===== src/rtl/host_irq_status_regs.vh =====
// Register offsets, bit positions and reset values for the event status block
`ifndef HOST_IRQ_STATUS_REGS_VH
`define HOST_IRQ_STATUS_REGS_VH

// Register offsets
`define OFS_COMMAND_STATUS   8'h08
`define OFS_EVENT_STATUS     8'h0C
`define OFS_EVENT_ENABLE     8'h10
`define OFS_EVENT_DISABLE    8'h14

// Event status bit positions
`define BIT_OVERRUN          0
`define BIT_DONE_HEAD        1
`define BIT_START_FRAME      2
`define BIT_RESUME           3
`define BIT_UNRECOV          4
`define BIT_FRAME_OVF        5
`define BIT_ROOT_HUB         6
`define BIT_OWNERSHIP        30
`define BIT_MASTER_EN        31

// Command status fields
`define BIT_OWN_REQUEST      3
`define BIT_OVR_CNT_LO       16
`define BIT_OVR_CNT_HI       17

// Implemented event bits and reset values
`define EVENT_MASK           32'h4000007F
`define EVENT_STATUS_RST     32'h00000000
`define EVENT_ENABLE_RST     32'h00000000
`define OVR_CNT_RST          2'h0

`endif


===== src/rtl/pin_sync3.v =====
// Three-stage synchroniser with agreement filter for one pin level
`timescale 1ns/10ps
`default_nettype none

module pin_sync3 (
    input wire core_clk_in,
    input wire rstn_in,
    input wire pin_in,
    output reg level_out
);
    reg s1_r;
    reg s2_r;
    reg s3_r;

    // First stage feeds only the second stage
    always @(posedge core_clk_in) begin
        if (!rstn_in) begin
            s1_r <= 1'b0;
            s2_r <= 1'b0;
            s3_r <= 1'b0;
            level_out <= 1'b0;
        end else begin
            s1_r <= pin_in;
            s2_r <= s1_r;
            s3_r <= s2_r;
            if (s2_r == s3_r) begin
                level_out <= s3_r; // Change counts once two stages agree
            end
        end
    end
endmodule

`default_nettype wire


===== src/rtl/usb_host_interrupt_status.v =====
// Interrupt event status, enables and command status bits of the host core
// What this block does
// - Each event sets its status bit; it stays set until software clears.
// - Interrupt requested when status bit, its enable and master enable set.
// - Writing one to a status bit clears it; other bits untouched.
// - Status register writes never set status bits; zero leaves bits unchanged.
// - Hardware never clears a status bit by itself.
// - Ownership change bit 30 set when request bit 3 set by software.
// - Unmasked ownership change immediately raises management interrupt.
// - Ownership change bit reads zero when that interrupt is absent.
// - Root hub change bit 6 set when hub or port status changes.
// - Frame overflow bit 5 set on counter bit 15 toggle or copy update.
// - Unrecoverable error bit 4 set on system error unrelated to USB.
// - After unrecoverable error, halt list processing and signaling.
// - Resume bit 3 set on transition to downstream resume signaling.
// - Resume bit not set when software enters resume state.
// - Start-of-frame bit 2 set with each SOF token.
// - Done-head bit 1 set right after head pointer write-back.
// - No further done-head write-back while done-head bit is set.
// - Overrun bit 0 set when schedule overruns, after frame copy update.
// - Each overrun increments two-bit counter in command status bits 17:16.
// - Overrun counter starts at zero, wraps, counts even if bit set.
`timescale 1ns/10ps
`default_nettype none
`include "host_irq_status_regs.vh"

module usb_host_interrupt_status #(
    parameter SMI_PRESENT = 1
) (
    input wire core_clk_in,
    input wire rstn_in,
    // Register access port
    input wire reg_wr_in,
    input wire reg_rd_in,
    input wire [7:0] reg_addr_in,
    input wire [31:0] reg_wdata_in,
    output reg [31:0] reg_rdata_out,
    // Event sources on core clock
    input wire root_hub_status_chg_in,
    input wire root_port_status_chg_in,
    input wire [15:0] frame_counter_in,
    input wire frame_copy_updated_in,
    input wire system_error_in,
    input wire system_error_fixed_in,
    input wire resume_functional_state_in,
    input wire sof_token_in,
    input wire done_head_copied_in,
    input wire sched_overrun_in,
    input wire ownership_changeover_in,
    // Downstream resume signaling pin
    input wire resume_signal_pin_in,
    // Outputs
    output reg irq_out,
    output reg system_mgmt_irq_out,
    output reg processing_halt_out,
    output reg done_head_write_allow_out,
    output reg ownership_change_request_out,
    output reg [1:0] overrun_count_out
);
    localparam [7:0] ST_IRQ_MASK = 8'h7F;

    reg [31:0] status_r;
    reg [31:0] status_nxt;
    reg [31:0] enable_r;
    reg [31:0] enable_nxt;
    reg own_req_r;
    reg [1:0] ovr_cnt_r;
    reg frame_msb_r;
    reg resume_prev_r;
    reg halt_r;
    reg [31:0] set_vec;
    reg [31:0] rd_mux;
    wire resume_level;
    wire [31:0] impl_mask;
    wire wr_status;
    wire wr_enable;
    wire wr_disable;
    wire wr_command;

    // Decode one register offset against the access port
    function hit;
        input [7:0] addr;
        input [7:0] ofs;
        begin
            hit = (addr == ofs);
        end
    endfunction

    // Resume pin arrives from the bus side, so it is synchronised
    pin_sync3 pin_sync3_i (
        .core_clk_in(core_clk_in),
        .rstn_in(rstn_in),
        .pin_in(resume_signal_pin_in),
        .level_out(resume_level)
    );

    assign wr_status = reg_wr_in && hit(reg_addr_in, `OFS_EVENT_STATUS);
    assign wr_enable = reg_wr_in && hit(reg_addr_in, `OFS_EVENT_ENABLE);
    assign wr_disable = reg_wr_in && hit(reg_addr_in, `OFS_EVENT_DISABLE);
    assign wr_command = reg_wr_in && hit(reg_addr_in, `OFS_COMMAND_STATUS);

    // Ownership bit exists only with the management interrupt pin
    assign impl_mask = (SMI_PRESENT != 0) ? `EVENT_MASK :
        (`EVENT_MASK & ~(32'h00000001 << `BIT_OWNERSHIP));

    // Collect event set strobes for this cycle
    always @* begin
        set_vec = 32'h00000000;
        set_vec[`BIT_OWNERSHIP] = wr_command &&
            reg_wdata_in[`BIT_OWN_REQUEST];
        set_vec[`BIT_ROOT_HUB] = root_hub_status_chg_in ||
            root_port_status_chg_in;
        set_vec[`BIT_FRAME_OVF] = (frame_counter_in[15] != frame_msb_r) ||
            frame_copy_updated_in;
        set_vec[`BIT_UNRECOV] = system_error_in;
        // Resume entered by software is a state, not a pin edge
        set_vec[`BIT_RESUME] = resume_level && !resume_prev_r &&
            !resume_functional_state_in;
        set_vec[`BIT_START_FRAME] = sof_token_in;
        set_vec[`BIT_DONE_HEAD] = done_head_copied_in &&
            !status_r[`BIT_DONE_HEAD];
        set_vec[`BIT_OVERRUN] = sched_overrun_in;
    end

    // Sticky status: set wins over the write-one clear in the same cycle
    always @* begin
        status_nxt = status_r;
        if (wr_status) begin
            status_nxt = status_nxt & ~reg_wdata_in;
        end
        status_nxt = (status_nxt | set_vec) & impl_mask;
    end

    // Enable register: set port and clear port, both write-one
    always @* begin
        enable_nxt = enable_r;
        if (wr_enable) begin
            enable_nxt = enable_nxt | reg_wdata_in;
        end
        if (wr_disable) begin
            enable_nxt = enable_nxt & ~reg_wdata_in;
        end
        enable_nxt = enable_nxt & (impl_mask |
            (32'h00000001 << `BIT_MASTER_EN));
    end

    // Read data selection
    always @* begin
        rd_mux = 32'h00000000;
        if (hit(reg_addr_in, `OFS_EVENT_STATUS)) begin
            rd_mux = status_r;
        end else if (hit(reg_addr_in, `OFS_EVENT_ENABLE) ||
                     hit(reg_addr_in, `OFS_EVENT_DISABLE)) begin
            rd_mux = enable_r;
        end else if (hit(reg_addr_in, `OFS_COMMAND_STATUS)) begin
            rd_mux[`BIT_OVR_CNT_HI:`BIT_OVR_CNT_LO] = ovr_cnt_r;
            rd_mux[`BIT_OWN_REQUEST] = own_req_r;
        end
    end

    // Next values of the registered outputs
    reg irq_nxt;
    reg smi_nxt;
    reg halt_nxt;
    reg own_req_nxt;
    reg [1:0] ovr_cnt_nxt;
    wire own_req_wr;

    // Any enabled pending event inside a mask, shared by both interrupts
    function pending;
        input [31:0] status;
        input [31:0] enable;
        input [31:0] mask;
        begin
            pending = |(status & enable & mask);
        end
    endfunction

    // Software request strobe for the ownership change
    assign own_req_wr = wr_command && reg_wdata_in[`BIT_OWN_REQUEST];

    // Next-state terms; the two interrupts are taken from the next status and enables
    always @* begin
        // Interrupts follow next state so they rise with the status bit
        irq_nxt = enable_nxt[`BIT_MASTER_EN] &&
            pending(status_nxt, enable_nxt,
            {24'h000000, ST_IRQ_MASK});
        // Ownership change bypasses the normal interrupt path
        smi_nxt = enable_nxt[`BIT_MASTER_EN] &&
            pending(status_nxt, enable_nxt,
            32'h00000001 << `BIT_OWNERSHIP);
        // Error wins over a correction in the same cycle
        halt_nxt = system_error_in ||
            (halt_r && !system_error_fixed_in);
        // Request bit holds until the changeover completes
        own_req_nxt = own_req_wr ||
            (own_req_r && !ownership_changeover_in);
        // Counts every overrun, wrapping, whatever the status bit
        ovr_cnt_nxt = ovr_cnt_r;
        if (sched_overrun_in) begin
            ovr_cnt_nxt = ovr_cnt_r + 2'h1;
        end
    end

    // Sticky event status and the enable register
    always @(posedge core_clk_in) begin
        if (!rstn_in) begin
            status_r <= `EVENT_STATUS_RST;
            enable_r <= `EVENT_ENABLE_RST;
        end else begin
            status_r <= status_nxt;
            enable_r <= enable_nxt;
        end
    end

    // Edge history; a reset value of 0 matches the idle level of both
    always @(posedge core_clk_in) begin
        if (!rstn_in) begin
            frame_msb_r <= 1'b0;
            resume_prev_r <= 1'b0;
        end else begin
            frame_msb_r <= frame_counter_in[15];
            resume_prev_r <= resume_level;
        end
    end

    // Ownership request bit and its copy on the output pin
    always @(posedge core_clk_in) begin
        if (!rstn_in) begin
            own_req_r <= 1'b0;
            ownership_change_request_out <= 1'b0;
        end else begin
            own_req_r <= own_req_nxt;
            ownership_change_request_out <= own_req_nxt;
        end
    end

    // Overrun counter; the output copy is kept in step with the register
    always @(posedge core_clk_in) begin
        if (!rstn_in) begin
            ovr_cnt_r <= `OVR_CNT_RST;
            overrun_count_out <= `OVR_CNT_RST;
        end else begin
            ovr_cnt_r <= ovr_cnt_nxt;
            overrun_count_out <= ovr_cnt_nxt;
        end
    end

    // Halt holds from the error until it is corrected
    always @(posedge core_clk_in) begin
        if (!rstn_in) begin
            halt_r <= 1'b0;
            processing_halt_out <= 1'b0;
        end else begin
            halt_r <= halt_nxt;
            processing_halt_out <= halt_nxt;
        end
    end

    // Read data is captured only on a read strobe and then stands
    always @(posedge core_clk_in) begin
        if (!rstn_in) begin
            reg_rdata_out <= 32'h00000000;
        end else if (reg_rd_in) begin
            reg_rdata_out <= rd_mux;
        end
    end

    // Interrupt outputs, registered so that they never glitch
    always @(posedge core_clk_in) begin
        if (!rstn_in) begin
            irq_out <= 1'b0;
            system_mgmt_irq_out <= 1'b0;
        end else begin
            irq_out <= irq_nxt;
            system_mgmt_irq_out <= smi_nxt;
        end
    end

    // Write-back permission drops while the done-head bit is pending
    // Also held low during reset; allowed again at the first edge after release
    always @(posedge core_clk_in) begin
        if (!rstn_in) begin
            done_head_write_allow_out <= 1'b0;
        end else begin
            done_head_write_allow_out <=
                !status_nxt[`BIT_DONE_HEAD];
        end
    end
endmodule

`default_nettype wire


===== config.mk =====
export PLATFORM = sky130hd
export DESIGN_NAME = usb_host_interrupt_status
export DESIGN_NICKNAME = d
export VERILOG_FILES = /design/src/rtl/pin_sync3.v /design/src/rtl/usb_host_interrupt_status.v
export VERILOG_INCLUDE_DIRS = /design/src /design/src/rtl
export SDC_FILE = /design/constraint.sdc
export NUM_CORES = 1
export LEC_CHECK = 0
export ABC_AREA = 1
export BUFFER_PORTS_ARGS = -buffer_cell sky130_fd_sc_hd__clkbuf_2
export CORE_UTILIZATION = 30
export CTS_CLUSTER_SIZE = 8
export DETAILED_ROUTE_END_ITERATION = 8
export GPL_TIMING_DRIVEN = 0
export PLACE_DENSITY = 0.68
export RECOVER_POWER = 50
export SYNTH_ARGS = -nofsm -noshare
export SYNTH_HDL_FRONTEND = slang
export SYNTH_HIERARCHICAL = 1
export SYNTH_SLANG_ARGS = --single-unit
export TNS_END_PERCENT = 100

===== constraint.sdc =====
create_clock -name core_clk_in -period 1.65 [get_ports core_clk_in]
set_clock_uncertainty 0.05 [all_clocks]
set_input_delay 0.165 -clock core_clk_in [delete_from_list [all_inputs] [get_ports core_clk_in]]
set_output_delay 0.165 -clock core_clk_in [all_outputs]
set_load 0.01 [all_outputs]

# Word level (Yosys, flattened, before mapping)
# Index checks and enable logic that the tools add are counted.
[totals] ff_bits=85 in_bits=71 out_inout_bits=39 wordCells=64
[classes] add_sub_neg=1 n_eq_ne=6 mux=11 bitwise_logic=6 n_reduce_logical=24
[op_table] cell="2-to-1 mux 32 bit" n=3
[op_table] cell="AND 31 bit" n=2
[op_table] cell="AND 32 bit" n=1
[op_table] cell="NOT 32 bit" n=1
[op_table] cell="bitwise OR 32 bit" n=1
[op_table] cell="2-to-1 mux 31 bit" n=1
[op_table] cell="bitwise OR 31 bit" n=1
[op_table] cell="equality test 8 x 4 -> 1 bit (second input constant)" n=2
[op_table] cell="equality test 8 x 5 -> 1 bit (second input constant)" n=2
[op_table] cell="2-to-1 mux 14 bit" n=1
[op_table] cell="logical AND 1 bit" n=12
[op_table] cell="2-to-1 mux 12 bit" n=1
[op_table] cell="OR reduction 7 bit" n=1
[op_table] cell="logical NOT 1 bit" n=6
[op_table] cell="logical OR 1 bit" n=5
[op_table] cell="2-to-1 mux 2 bit" n=2
[op_table] cell="2-to-1 mux 3 bit" n=1
[op_table] cell="adder 2 x 1 -> 2 bit (second input constant)" n=1
[op_table] cell="2-to-1 mux 1 bit" n=2
[op_table] cell="equality test 1 bit" n=1
[op_table] cell="!= test 1 bit" n=1

# Longest topological paths before layout
# Gate-level depths: netlist of the first run.
[depth] ltp_word=8 mapped_depth=11 mapped_depth_nobuf=11

# Modules after synthesis
# The synthesis of the first run kept the hierarchy.
[by_module_without_submodules] module="usb_host_interrupt_status" instances=1 cells_each=278 area_per_inst_um2=1953.1 seq_area_each_um2=740.7
[by_module_without_submodules] module="pin_sync3" instances=1 cells_each=13 area_per_inst_um2=116.4 seq_area_each_um2=80.1

# Worst setup path before layout of the first run
# No wires, ideal clock.
[synth_timing] kind="flip-flop to flip-flop" from="register pin_sync3_i.level_out" to="register irq_out" setup_time_ps=70 arrival_ps=1073 required_ps=1530 setup_slack_ps=457 stages_incl_launch_ff=7 n_path_buf=0 period_less_slack_ps=1193 cell_sequence="dfxtp_1 or3b_2 nand2_1 nand2_1 nand2_1 nor2_1 a21oi_1"
[synth_between] elab_chain_len=6
[synth_lines] item="start, declared" line_no="pin_sync3.v:9" rtl="output reg level_out"
[synth_lines] item="start signal, assigned" line_no="pin_sync3.v:27" rtl="level_out <= s3_r;"
[synth_lines] item="logical AND 1 bit (2 in series)" line_no="usb_host_interrupt_status.v:117" rtl="set_vec[`BIT_RESUME] = resume_level && !resume_prev_r &&"
[synth_lines] item="bitwise OR 31 bit" line_no="usb_host_interrupt_status.v:131" rtl="status_nxt = (status_nxt | set_vec) & impl_mask;"
[synth_lines] item="AND 31 bit"
[synth_lines] item="OR reduction 7 bit" line_no="usb_host_interrupt_status.v:175" rtl="pending = |(status & enable & mask);"
[synth_lines] item="logical AND 1 bit" line_no="usb_host_interrupt_status.v:185" rtl="irq_nxt = enable_nxt[`BIT_MASTER_EN] &&"
[synth_lines] item="end signal, assigned" line_no="usb_host_interrupt_status.v:275" rtl="irq_out <= irq_nxt;"
[synth_lines] item="end, declared" line_no="usb_host_interrupt_status.v:53" rtl="output reg irq_out,"
# No other way between the ends.
# A chain may end at the register's enable or synchronous reset.

# Final worst setup path of the first run
# Same ends and word-level chain as after synthesis.

==> out/qor.txt, run 1 <==
final net count: 439
Worst Tran Pin Value: 0.533 ns
Period minus WS final: 1.36 ns
initial antenna violation count: 0
unrepaired setup endpoints after global routing: false
total gr overflow: 0
die span in x: 85.1 µm
Die Footprint: 7230 µm²
routability cong.: 0.868
crit path launch type: flip-flop
Mapped Cells: 291
power per cell area: 765 nW/µm²
leakage power: 1.27 nW
CP Buf/Inv Count: 0
routed via count: 1978
# DRC: 0
CTS buffer count: 5
Crit path arrival time: 1.52 ns
clock tree from TritonCTS: yes
Setup violations, final: 0
average size of a mapped cell: 7.11 µm²
non-filler cells, final: 445
post-route setup TNS: 0 ns
HP Class: input port to flip-flop
routed vias/inst: 4.44
Layout fillers: 701
placed instance count: 438
largest net degree at the start of global routing: 12
Synth area leader: dfxtp_1
drt total wl: 4970 µm
CP required: 1.81 ns
Seq/Total Area, Yosys: 39.7%
Slew headroom: 64.5%
CP max FO: 4
DRT iter0 DRCs: 116
worst IR drop on VDD: 0.000538 V
Max Slew Vio Count: 0
Rows: 29
CP top delay family: simple AND/OR/NAND/NOR gates
layout cell share with drive strength beyond 1: 23.6%
DRT Pass-1 Iters: 4
clk buf depth: 2
Layout area overhead: 23.6%
CTS HTree Levels: 2
slowest stage delay, CP: 0.47 ns
highest clock rate: 733 MHz
post-CTS setup buffer count: 0
Total Routing Usage GR: 14.8%
Yosys reg bits: 41
synth unique cells: 29
clock root cell: clkbuf_8
Critical Path End Type: flip-flop
clock latency on the worst-skew pair: 0.29 ns
most used cell, CP: nand2_1
Initial Utilization: 31.9%
critical path's slowest cell: or3b_2
Final Hold Vio Count: 0
synth top area cells: dfxtp_1 (40%), nand2_1 (8.9%), inv_1 (8.0%)
global-route wire length before repair: 8390 µm
synth warn: 6
core area: 6490 µm²
Synth Cell Area: 2070 µm²
hpwl dp: 3830 µm
status: finished, final reports clean
Diodes inserted: 0
I/O pins: 110
cts repair resizes: 0
count of input and output buffers: 50
critical path cell sequence: or3b_2 > nand2_1 > nand2_1 > nand2_1 > nor2_1 > a21oi_1
Crit Path Category: flip-flop to flip-flop
post-synth top area share: 39.7%
hold_buf cts: 0
DRT antenna net count: 0
vias in the first global route: 1875
final worst path period share: 82.7%
Clock Sinks: 41
Die H: 85.1 µm
Worst-path clk slew: 0.08 ns
routed len/inst: 11.2 µm
max cap viols: 0
## final timing paths
kind                                           start                     endpoint  slack (ns)  cells past startpoint
hold reg to reg          pin_sync3_i/s1_r$_SDFF_PN0_  pin_sync3_i/s2_r$_SDFF_PN0_        0.37                      2
setup reg to reg  pin_sync3_i/level_out$_SDFFE_PN0N_           irq_out$_SDFF_PN0_        0.29                      6
setup / recovery  pin_sync3_i/level_out$_SDFFE_PN0N_           irq_out$_SDFF_PN0_        0.29                      6
hold / removal                  resume_signal_pin_in  pin_sync3_i/s1_r$_SDFF_PN0_        0.01                      3
## state kept, by name (all words and copies together) (netlist names), 2 cells and up
register,count
enable_r,9
ovr_cnt_r,2
reg_rdata_out,11
status_r,8
## cell usage in the layout, fill, tap and decap left out
| master | instances |
|---|---|
| a21oi_1 | 30 |
| a21oi_2 | 3 |
| a22oi_1 | 1 |
| a31oi_1 | 3 |
| buf_2 | 1 |
| buf_4 | 21 |
| buf_6 | 1 |
| clkbuf_1 | 18 |
| clkbuf_2 | 38 |
| clkbuf_8 | 6 |
| conb_1 | 21 |
| dfxtp_1 | 41 |
| inv_1 | 44 |
| inv_2 | 2 |
| nand2_1 | 49 |
| nand2_2 | 3 |
| nand3_1 | 24 |
| nand3_2 | 1 |
| nand3_4 | 1 |
| nor2_1 | 32 |
| nor2_4 | 6 |
| nor3_1 | 1 |
| o211ai_1 | 1 |
| o21ai_0 | 9 |
| o21ai_1 | 5 |
| o21ai_2 | 1 |
| o21bai_1 | 1 |
| o21bai_2 | 1 |
| or2_2 | 1 |
| or3b_2 | 1 |
| xor2_1 | 1 |
## cells in the mapped netlist
cell type,number
buf_2,1
nor2_1,32
nand2_2,3
inv_1,44
o21ai_1,5
dfxtp_1,41
or2_2,1
inv_2,2
xor2_1,1
buf_6,1
conb_1,1
buf_4,21
o21ai_2,1
o211ai_1,1
a31oi_1,3
nor2_4,6
nor3_1,1
nand2_1,49
nand3_4,1
clkbuf_1,5
a21oi_2,3
a21oi_1,30
nand3_2,2
o21bai_1,1
a22oi_1,1
o21bai_2,1
o21ai_0,9
nand3_1,23
or3b_2,1
## kinds of logic (layout without fill, tap and decap cells)
logic type | count (synthesis) | count (layout) | synth area share (%)
buffers and inverters | 74 | 131 | 17.7
flip-flops | 41 | 41 | 39.7
AO/OA/AOI/OAI | 55 | 55 | 14.9
AND/OR/NAND/NOR | 119 | 119 | 27.2
other | 1 | 21 | 0.181
XOR/XNOR | 1 | 1 | 0.423
## power breakdown
| part | internal (mW) | switching (mW) |
|---|---|---|
| clock network | 0.332 | 0.329 |
| registers | 1.02 | 0.0185 |
| logic | 0.107 | 0.149 |
| total | 1.46 | 0.497 |
## worst reg2reg max path, stage by stage (launching register included)
cell and delay [ns]:
dfxtp_1 0.37, or3b_2 0.47, nand2_1 0.08, nand2_1 0.05, nand2_1 0.07, nor2_1 0.04, a21oi_1 0.16
## cell type report
cell class | count | area, µm² | share of cell area [%]
inverter | 46 | 173 | 6.75
buffer | 28 | 193 | 7.53
timing repair buffer | 50 | 235 | 9.20
tap | 77 | 96.3 | 3.77
multi-input combinational | 196 | 953 | 37.3
sequential | 41 | 821 | 32.1
clock buffer | 7 | 86.3 | 3.38
## per-layer routing
layer  up-vias  share of wire, %  track usage [%]
li1       1027                 -                -
met1       869                45             17.7
met2        71                45             25.0
met3        11               7.2             4.67
met4         0               2.4             5.39
met5         -                 0                0
## through the flow
stage          hold slack [ns]  util [%]  setup slack (ns)  total power, mW  instance area, µm²
4_1_cts                0.00338      39.7             0.311             1.97                2580
3_3_place_gp             0.300      38.4             0.177             1.32                2490
3_5_place_dp             0.301      38.4             0.192             1.32                2490
6_report                0.0110      39.4             0.285             1.96                2560
2_1_floorplan            0.208         -             0.457             1.22                2140
5_1_grt                 0.0262      39.4             0.175             2.06                2560
Power figures use the tool's default switching activity.
==> run 2, diff against run 1 <==
==> constraint.sdc (replaced) <==
create_clock -name core_clk_in -period 1.4 [get_ports core_clk_in]
set_clock_uncertainty 0.05 [all_clocks]
set_input_delay 0.14 -clock core_clk_in [delete_from_list [all_inputs] [get_ports core_clk_in]]
set_output_delay 0.14 -clock core_clk_in [all_outputs]
set_load 0.01 [all_outputs]
==> run 2 against run 1 <==
  * Maximum frequency rose by 8.4%
  * Total power grew 18%
  * Sequential power rose by 18%
  * Worst hold slack improved by 0.032 ns
  * Cell count is 0.22% higher
  * Clock power grew 18%
  * Critical path depth is 1 higher
  * First-iteration DRC count grew 18%
  * Critical endpoint unchanged
==> out/qor.txt, run 2 (same netlist as run 1, synthesis figures left out) <==
final worst path period share: 89.9% (was 82.7%)
routed len/inst: 11.2 µm (about the same)
Top reg by flops: reg_rdata_out (unchanged)
Switch Pwr: 586 µW (was 497 µW)
placed instance count: 438 (unchanged)
drt total wl: 5020 µm (was 4970 µm)
power per cell area: 893 nW/µm² (was 765 nW/µm²)
hold-critical path depth: 4 (was 3)
Sw Ratio: 25.4% (about the same)
vias in the first global route: 1887 (was 1875)
Crit Path Category: flip-flop to flip-flop (unchanged)
Total Routing Usage GR: 14.9% (was 14.8%)
DRT Pass-1 Iters: 4 (unchanged)
routed via count: 1992 (was 1978)
die span in x: 85.1 µm (unchanged)
hold worst-path end: halt_r$_SDFF_PN0_ (was pin_sync3_i/s1_r$_SDFF_PN0_)
Die Footprint: 7230 µm² (unchanged)
most used cell, CP: nand2_1 (unchanged)
Rows: 29 (unchanged)
register share of total power: 53.0% (was 53.1%)
critical path cell sequence: or2_2 > nand2_1 > inv_1 > nand3_1 > nand2_1 > nor2_1 > a21oi_2 (was or3b_2 > nand2_1 > nand2_1 > nand2_1 > nor2_1 > a21oi_1)
Worst-path clk slew: 0.08 ns (about the same)
worst hold path startpoint: system_error_fixed_in (was resume_signal_pin_in)
I/O pins: 110 (unchanged)
Setup violations, final: 0 (unchanged)
Layout area overhead: 25.0% (was 23.6%)
count of input and output buffers: 50 (unchanged)
internal power: 1.72 mW (was 1.46 mW)
layout cell share with drive strength beyond 1: 24.1% (was 23.6%)
clock root cell: clkbuf_8 (unchanged)
Crit path arrival time: 1.39 ns (was 1.52 ns)
CP top delay family: simple AND/OR/NAND/NOR gates (unchanged)
Reg-to-Reg Start: status_r[1]$_SDFF_PN0_ (was pin_sync3_i/level_out$_SDFFE_PN0N_)
Worst path depth: 7 (was 6)
unrepaired setup endpoints after global routing: false (unchanged)
crit path launch type: flip-flop (unchanged)
Diodes inserted: 0 (unchanged)
Hold Slack: 0.0435 ns (was 0.0110 ns)
DRT iter0 DRCs: 137 (was 116)
max FFs per register: 11 (unchanged)
post-route cell area: 2590 µm² (was 2560 µm²)
worst setup path start: status_r[1]$_SDFF_PN0_ (was pin_sync3_i/level_out$_SDFFE_PN0N_)
crit path setup slack, layout: 0.141 ns (was 0.285 ns)
routed vias/inst: 4.47 (was 4.44)
largest net degree at the start of global routing: 12 (unchanged)
CP Buf/Inv Count: 1 (was 0)
HP Class: input port to flip-flop (unchanged)
Clock Sinks: 41 (unchanged)
status: finished, final reports clean (unchanged)
slowest stage delay, CP: 0.32 ns (was 0.47 ns)
Critical Path End Type: flip-flop (unchanged)
CTS HTree Levels: 2 (unchanged)
CP max FO: 3 (was 4)
worst IR drop on VDD: 0.000634 V (was 0.000538 V)
Die H: 85.1 µm (unchanged)
DRT antenna net count: 0 (unchanged)
routability cong.: 0.868 (unchanged)
core area: 6490 µm² (unchanged)
Combinational Power Share: 13.3% (was 13.1%)
Largest regs: reg_rdata_out (11), enable_r (9), status_r (8) (unchanged)
non-filler cells, final: 446 (was 445)
Final Hold Vio Count: 0 (unchanged)
final net count: 440 (was 439)
CP required: 1.53 ns (was 1.81 ns)
post-place setup slack: -0.0335 ns (was 0.192 ns)
post-route setup TNS: 0 ns (unchanged)
total gr overflow: 0 (unchanged)
Reg2Reg Depth: 7 (was 6)
CTS buffer count: 5 (unchanged)
Slew headroom: 63.7% (was 64.5%)
clock power share: 33.7% (was 33.8%)
highest clock rate: 794 MHz (was 733 MHz)
clock tree from TritonCTS: yes (unchanged)
commonest non-fill, non-tap cell in the layout: nand2_1 (unchanged)
Period minus WS final: 1.26 ns (was 1.36 ns)
max cap viols: 0 (unchanged)
reg-to-reg slack, setup: 0.14 ns (was 0.29 ns)
clock latency on the worst-skew pair: 0.29 ns (about the same)
commonest non-fill, non-tap cells in the layout: nand2_1 (49), inv_1 (44), dfxtp_1 (40) (was nand2_1 (49), inv_1 (44), dfxtp_1 (41))
# DRC: 0 (unchanged)
hpwl dp: 3830 µm (unchanged)
global-route wire length before repair: 8420 µm (was 8390 µm)
dpl cell area: 2490 µm² (unchanged)
Worst Tran Pin Value: 0.545 ns (was 0.533 ns)
clk buf depth: 2 (unchanged)
leakage power: 1.27 nW (about the same)
worst reg2reg path endpoint: irq_out$_SDFF_PN0_ (unchanged)
Max Slew Vio Count: 0 (unchanged)
critical path's slowest cell: dfxtp_1 (was or3b_2)
initial antenna violation count: 0 (unchanged)
Initial Utilization: 31.9% (unchanged)
[run 2: changes by cell type in the layout (fill, tap and decap cells not counted), moves of 2 or more]
cell | previous run | this run
a21oi_1 | 30 | 28
a21oi_2 | 3 | 5
clkbuf_2 | 38 | 36
dlygate4sd3_1 | 0 | 2
[run 2: power groups by stage]
stage | Clock (mW) | Combinational, mW | Sequential, mW
after detailed placement | 0 | 0.305 | 1.25
after global routing | 0.855 | 0.347 | 1.23
after global placement | 0 | 0.301 | 1.25
final | 0.778 | 0.307 | 1.23
after CTS | 0.792 | 0.310 | 1.22
after floorplan | 0 | 0.183 | 1.26
[run 2: final cells by class]
type                            instances  area [µm²]
Fill cell                             696        3910
Multi-Input combinational cell        196         968
Sequential cell                        41         822
Timing Repair Buffer                   51         249
Buffer                                 28         193
Inverter                               46         173
Tap cell                               77        96.3
Clock buffer                            7        86.3
[run 2: worst reg2reg max path, cell delays in order, from the launching register on]
cell	delay, ns
dfxtp_1	0.32
or2_2	0.29
nand2_1	0.08
inv_1	0.05
nand3_1	0.08
nand2_1	0.07
nor2_1	0.13
a21oi_2	0.08
[run 2: per-layer routing]
layer	track usage, %	part of all wire, %
met5	0	0
met1	17.7	44
met2	25.2	46
met3	4.67	8.1
met4	5.39	2.4
[run 2: metrics by stage]
stage                     utilization [%]  total power, mW
after floorplan                         -             1.44
after global placement               38.4             1.55
after detailed placement             38.4             1.56
after CTS                            40.0             2.33
after global routing                 39.8             2.43
final                                39.8             2.31
[run 2: worst max-delay path by stage]
stage	slack (ns)	endpoint
6_report	0.14	irq_out$_SDFF_PN0_
3_3_place_gp	-0.05	irq_out$_SDFF_PN0_
3_5_place_dp	-0.03	irq_out$_SDFF_PN0_
2_1_floorplan	0.21	irq_out$_SDFF_PN0_
4_1_cts	0.06	irq_out$_SDFF_PN0_
5_1_grt	0.02	irq_out$_SDFF_PN0_
[run 2: what timing repair did]
item / CTS / global route
buffers inserted: 0 / 0
hold buffers: 2 / 0
setup endpoints to repair: 0 / 1
resized for setup: 0 / 5
endpoints found under the hold margin: 2 / 0
==> run 3, diff against run 2 <==
--- a/config.mk
+++ b/config.mk
@@ -7,12 +7,14 @@
 export NUM_CORES = 1
 export LEC_CHECK = 0
 export ABC_AREA = 1
-export BUFFER_PORTS_ARGS = -buffer_cell sky130_fd_sc_hd__clkbuf_2
-export CORE_UTILIZATION = 30
+export BUFFER_PORTS_ARGS = -buffer_cell sky130_fd_sc_hd__buf_2
+export CELL_PAD_IN_SITES_DETAIL_PLACEMENT = 1
+export CELL_PAD_IN_SITES_GLOBAL_PLACEMENT = 2
+export CORE_UTILIZATION = 22
 export CTS_CLUSTER_SIZE = 8
 export DETAILED_ROUTE_END_ITERATION = 8
 export GPL_TIMING_DRIVEN = 0
-export PLACE_DENSITY = 0.68
+export PLACE_DENSITY = 0.89
 export RECOVER_POWER = 50
 export SYNTH_ARGS = -nofsm -noshare
 export SYNTH_HDL_FRONTEND = slang
==> run 3 against run 2 <==
  * Worst setup slack got worse by 0.064 ns
  * Sequential power about the same
  * Die area increased by 35%
  * Highest routed layer unchanged
  * Sequential cell count unchanged
  * Cell area increased by 1.9%
  * First-iteration DRC count decreased by 40%
==> out/qor.txt, run 3 (same netlist as run 1, synthesis figures left out) <==
status: finished, final reports clean (unchanged)
CP top delay family: simple AND/OR/NAND/NOR gates (unchanged)
most used cell, CP: nand2_1 (unchanged)
reg-to-reg slack, setup: 0.08 ns (was 0.14 ns)
Crit Path Category: flip-flop to flip-flop (unchanged)
routability cong.: 0.758 (was 0.868)
max cap viols: 0 (unchanged)
Worst-path clk slew: 0.08 ns (about the same)
core area: 9200 µm² (was 6490 µm²)
crit path setup slack, layout: 0.0774 ns (was 0.141 ns)
Critical Path End Type: flip-flop (unchanged)
die span in x: 99.0 µm (was 85.1 µm)
Top reg by flops: reg_rdata_out (unchanged)
Clock Sinks: 41 (unchanged)
Slew headroom: 60.9% (was 63.7%)
dpl cell area: 2530 µm² (was 2490 µm²)
Worst path depth: 7 (unchanged)
CTS HTree Levels: 2 (unchanged)
Die H: 99.0 µm (was 85.1 µm)
Total Routing Usage GR: 13.0% (was 14.9%)
CP required: 1.54 ns (was 1.53 ns)
CP Buf/Inv Count: 1 (unchanged)
power per cell area: 878 nW/µm² (was 893 nW/µm²)
unrepaired setup endpoints after global routing: false (unchanged)
Reg2Reg Depth: 7 (unchanged)
routed len/inst: 12.4 µm (was 11.2 µm)
global-route wire length before repair: 9890 µm (was 8420 µm)
Layout area overhead: 27.4% (was 25.0%)
CP max FO: 3 (unchanged)
worst IR drop on VDD: 0.000332 V (was 0.000634 V)
final net count: 442 (was 440)
commonest non-fill, non-tap cell in the layout: nand2_1 (unchanged)
post-place setup slack: -0.166 ns (was -0.0335 ns)
routed via count: 2011 (was 1992)
Sw Ratio: 27.5% (was 25.4%)
I/O pins: 110 (unchanged)
final worst path period share: 94.5% (was 89.9%)
crit path launch type: flip-flop (unchanged)
hpwl dp: 4600 µm (was 3830 µm)
Largest regs: reg_rdata_out (11), enable_r (9), status_r (8) (unchanged)
max FFs per register: 11 (unchanged)
CTS buffer count: 5 (unchanged)
Period minus WS final: 1.32 ns (was 1.26 ns)
slowest stage delay, CP: 0.34 ns (was 0.32 ns)
drt total wl: 5990 µm (was 5020 µm)
final core occ: 28.7% (was 39.8%)
Rows: 35 (was 29)
DRT iter0 DRCs: 82 (was 137)
post-route setup TNS: 0 ns (unchanged)
Diodes inserted: 0 (unchanged)
Setup violations, final: 0 (unchanged)
clock root cell: clkbuf_8 (unchanged)
Die Footprint: 9800 µm² (was 7230 µm²)
Switch Pwr: 636 µW (was 586 µW)
clock power share: 33.3% (was 33.7%)
internal power: 1.68 mW (was 1.72 mW)
Worst Tran Pin Value: 0.586 ns (was 0.545 ns)
Final Hold Vio Count: 0 (unchanged)
commonest non-fill, non-tap cells in the layout: nand2_1 (49), inv_1 (44), dfxtp_1 (41) (was nand2_1 (49), inv_1 (44), dfxtp_1 (40))
clock latency on the worst-skew pair: 0.30 ns (was 0.29 ns)
Reg-to-Reg Start: status_r[1]$_SDFF_PN0_ (unchanged)
DRT antenna net count: 0 (unchanged)
largest net degree at the start of global routing: 13 (was 12)
total gr overflow: 0 (unchanged)
critical path's slowest cell: dfxtp_1 (unchanged)
vias in the first global route: 2054 (was 1887)
clk buf depth: 2 (unchanged)
# DRC: 0 (unchanged)
layout cell share with drive strength beyond 1: 24.2% (was 24.1%)
initial antenna violation count: 0 (unchanged)
post-route cell area: 2640 µm² (was 2590 µm²)
routed vias/inst: 4.16 (was 4.47)
Combinational Power Share: 13.7% (was 13.3%)
worst reg2reg path endpoint: irq_out$_SDFF_PN0_ (unchanged)
Initial Utilization: 22.5% (was 31.9%)
count of input and output buffers: 50 (unchanged)
DRT Pass-1 Iters: 4 (unchanged)
Crit path arrival time: 1.46 ns (was 1.39 ns)
leakage power: 1.28 nW (was 1.27 nW)
register share of total power: 53.0% (about the same)
critical path cell sequence: or2_2 > nand2_1 > inv_1 > nand3_1 > nand2_1 > nor2_1 > a21oi_2 (unchanged)
HP Class: input port to flip-flop (unchanged)
worst setup path endpoint: irq_out$_SDFF_PN0_ (unchanged)
clock tree from TritonCTS: yes (unchanged)
Max Slew Vio Count: 0 (unchanged)
highest clock rate: 756 MHz (was 794 MHz)
worst setup path start: status_r[1]$_SDFF_PN0_ (unchanged)
-- run 3: cell count changes in the layout (fill, tap and decap cells not counted), sizes merged --
cell / previous run / this run
buf: 23 / 60
clkbuf: 61 / 25
clkinv: 0 / 2
-- run 3: timing repair --
action,CTS,global route
resized for setup,1,4
setup endpoints to repair,1,1
hold endpoints to repair,2,0
buffers inserted,0,1
pin swaps,0,1
hold buffers,2,0
-- run 3: through the flow --
step / std cells / hold WS, ns / power [mW]
floorplan: 311 / 0.183 / 1.44
finish: 483 / 0.0145 / 2.32
CTS: 482 / 0.0119 / 2.34
global route: 483 / 0.0119 / 2.43
global placement: 472 / 0.267 / 1.56
detailed placement: 472 / 0.278 / 1.57
-- run 3: how the worst min path moves through the flow --
| stage | depth (start not counted) | slack, ns | from | end |
|---|---|---|---|---|
| floorplan | 2 | 0.18 | frame_counter_in[15] | frame_msb_r$_SDFF_PN0_ |
| global placement | 3 | 0.27 | resume_signal_pin_in | pin_sync3_i/s1_r$_SDFF_PN0_ |
| detailed placement | 3 | 0.28 | resume_signal_pin_in | pin_sync3_i/s1_r$_SDFF_PN0_ |
| CTS | 2 | 0.01 | sched_overrun_in | ovr_cnt_r[0]$_SDFFE_PN0P_ |
| global route | 2 | 0.01 | sched_overrun_in | ovr_cnt_r[0]$_SDFFE_PN0P_ |
| finish | 2 | 0.01 | sched_overrun_in | ovr_cnt_r[0]$_SDFFE_PN0P_ |
-- run 3: metal layers --
metal / routed length [µm] / part of all wire, % / vias up / global-route usage (%)
met5: 0 / 0 / - / 0
met4: 99 / 1.7 / 0 / 4.71
met2: 3000 / 50 / 48 / 23.6
met1: 2650 / 44 / 922 / 15.1
met3: 238 / 4.0 / 9 / 2.70
li1: - / - / 1032 / -
-- run 3: cell type report --
cell class | instances | area (µm²)
fill | 1181 | 6560
multi-input combinational | 196 | 968
sequential | 41 | 821
timing repair buffer | 53 | 260
buffer | 28 | 193
inverter | 46 | 173
tap | 111 | 139
clock buffer | 6 | 72.6
clock inverter | 2 | 10.0
-- run 3: power groups by stage --
stage	Combinational, mW	Clock (mW)	Sequential [mW]
after floorplan	0.183	0	1.26
after global placement	0.307	0	1.25
after detailed placement	0.315	0	1.25
after CTS	0.321	0.795	1.23
after global routing	0.356	0.845	1.23
final	0.318	0.770	1.23
-- run 3: worst reg2reg max path, stage by stage, from the launching register on --
cell	delay [ns]
dfxtp_1	0.34
or2_2	0.29
nand2_1	0.09
inv_1	0.06
nand3_1	0.10
nand2_1	0.07
nor2_1	0.14
a21oi_2	0.08
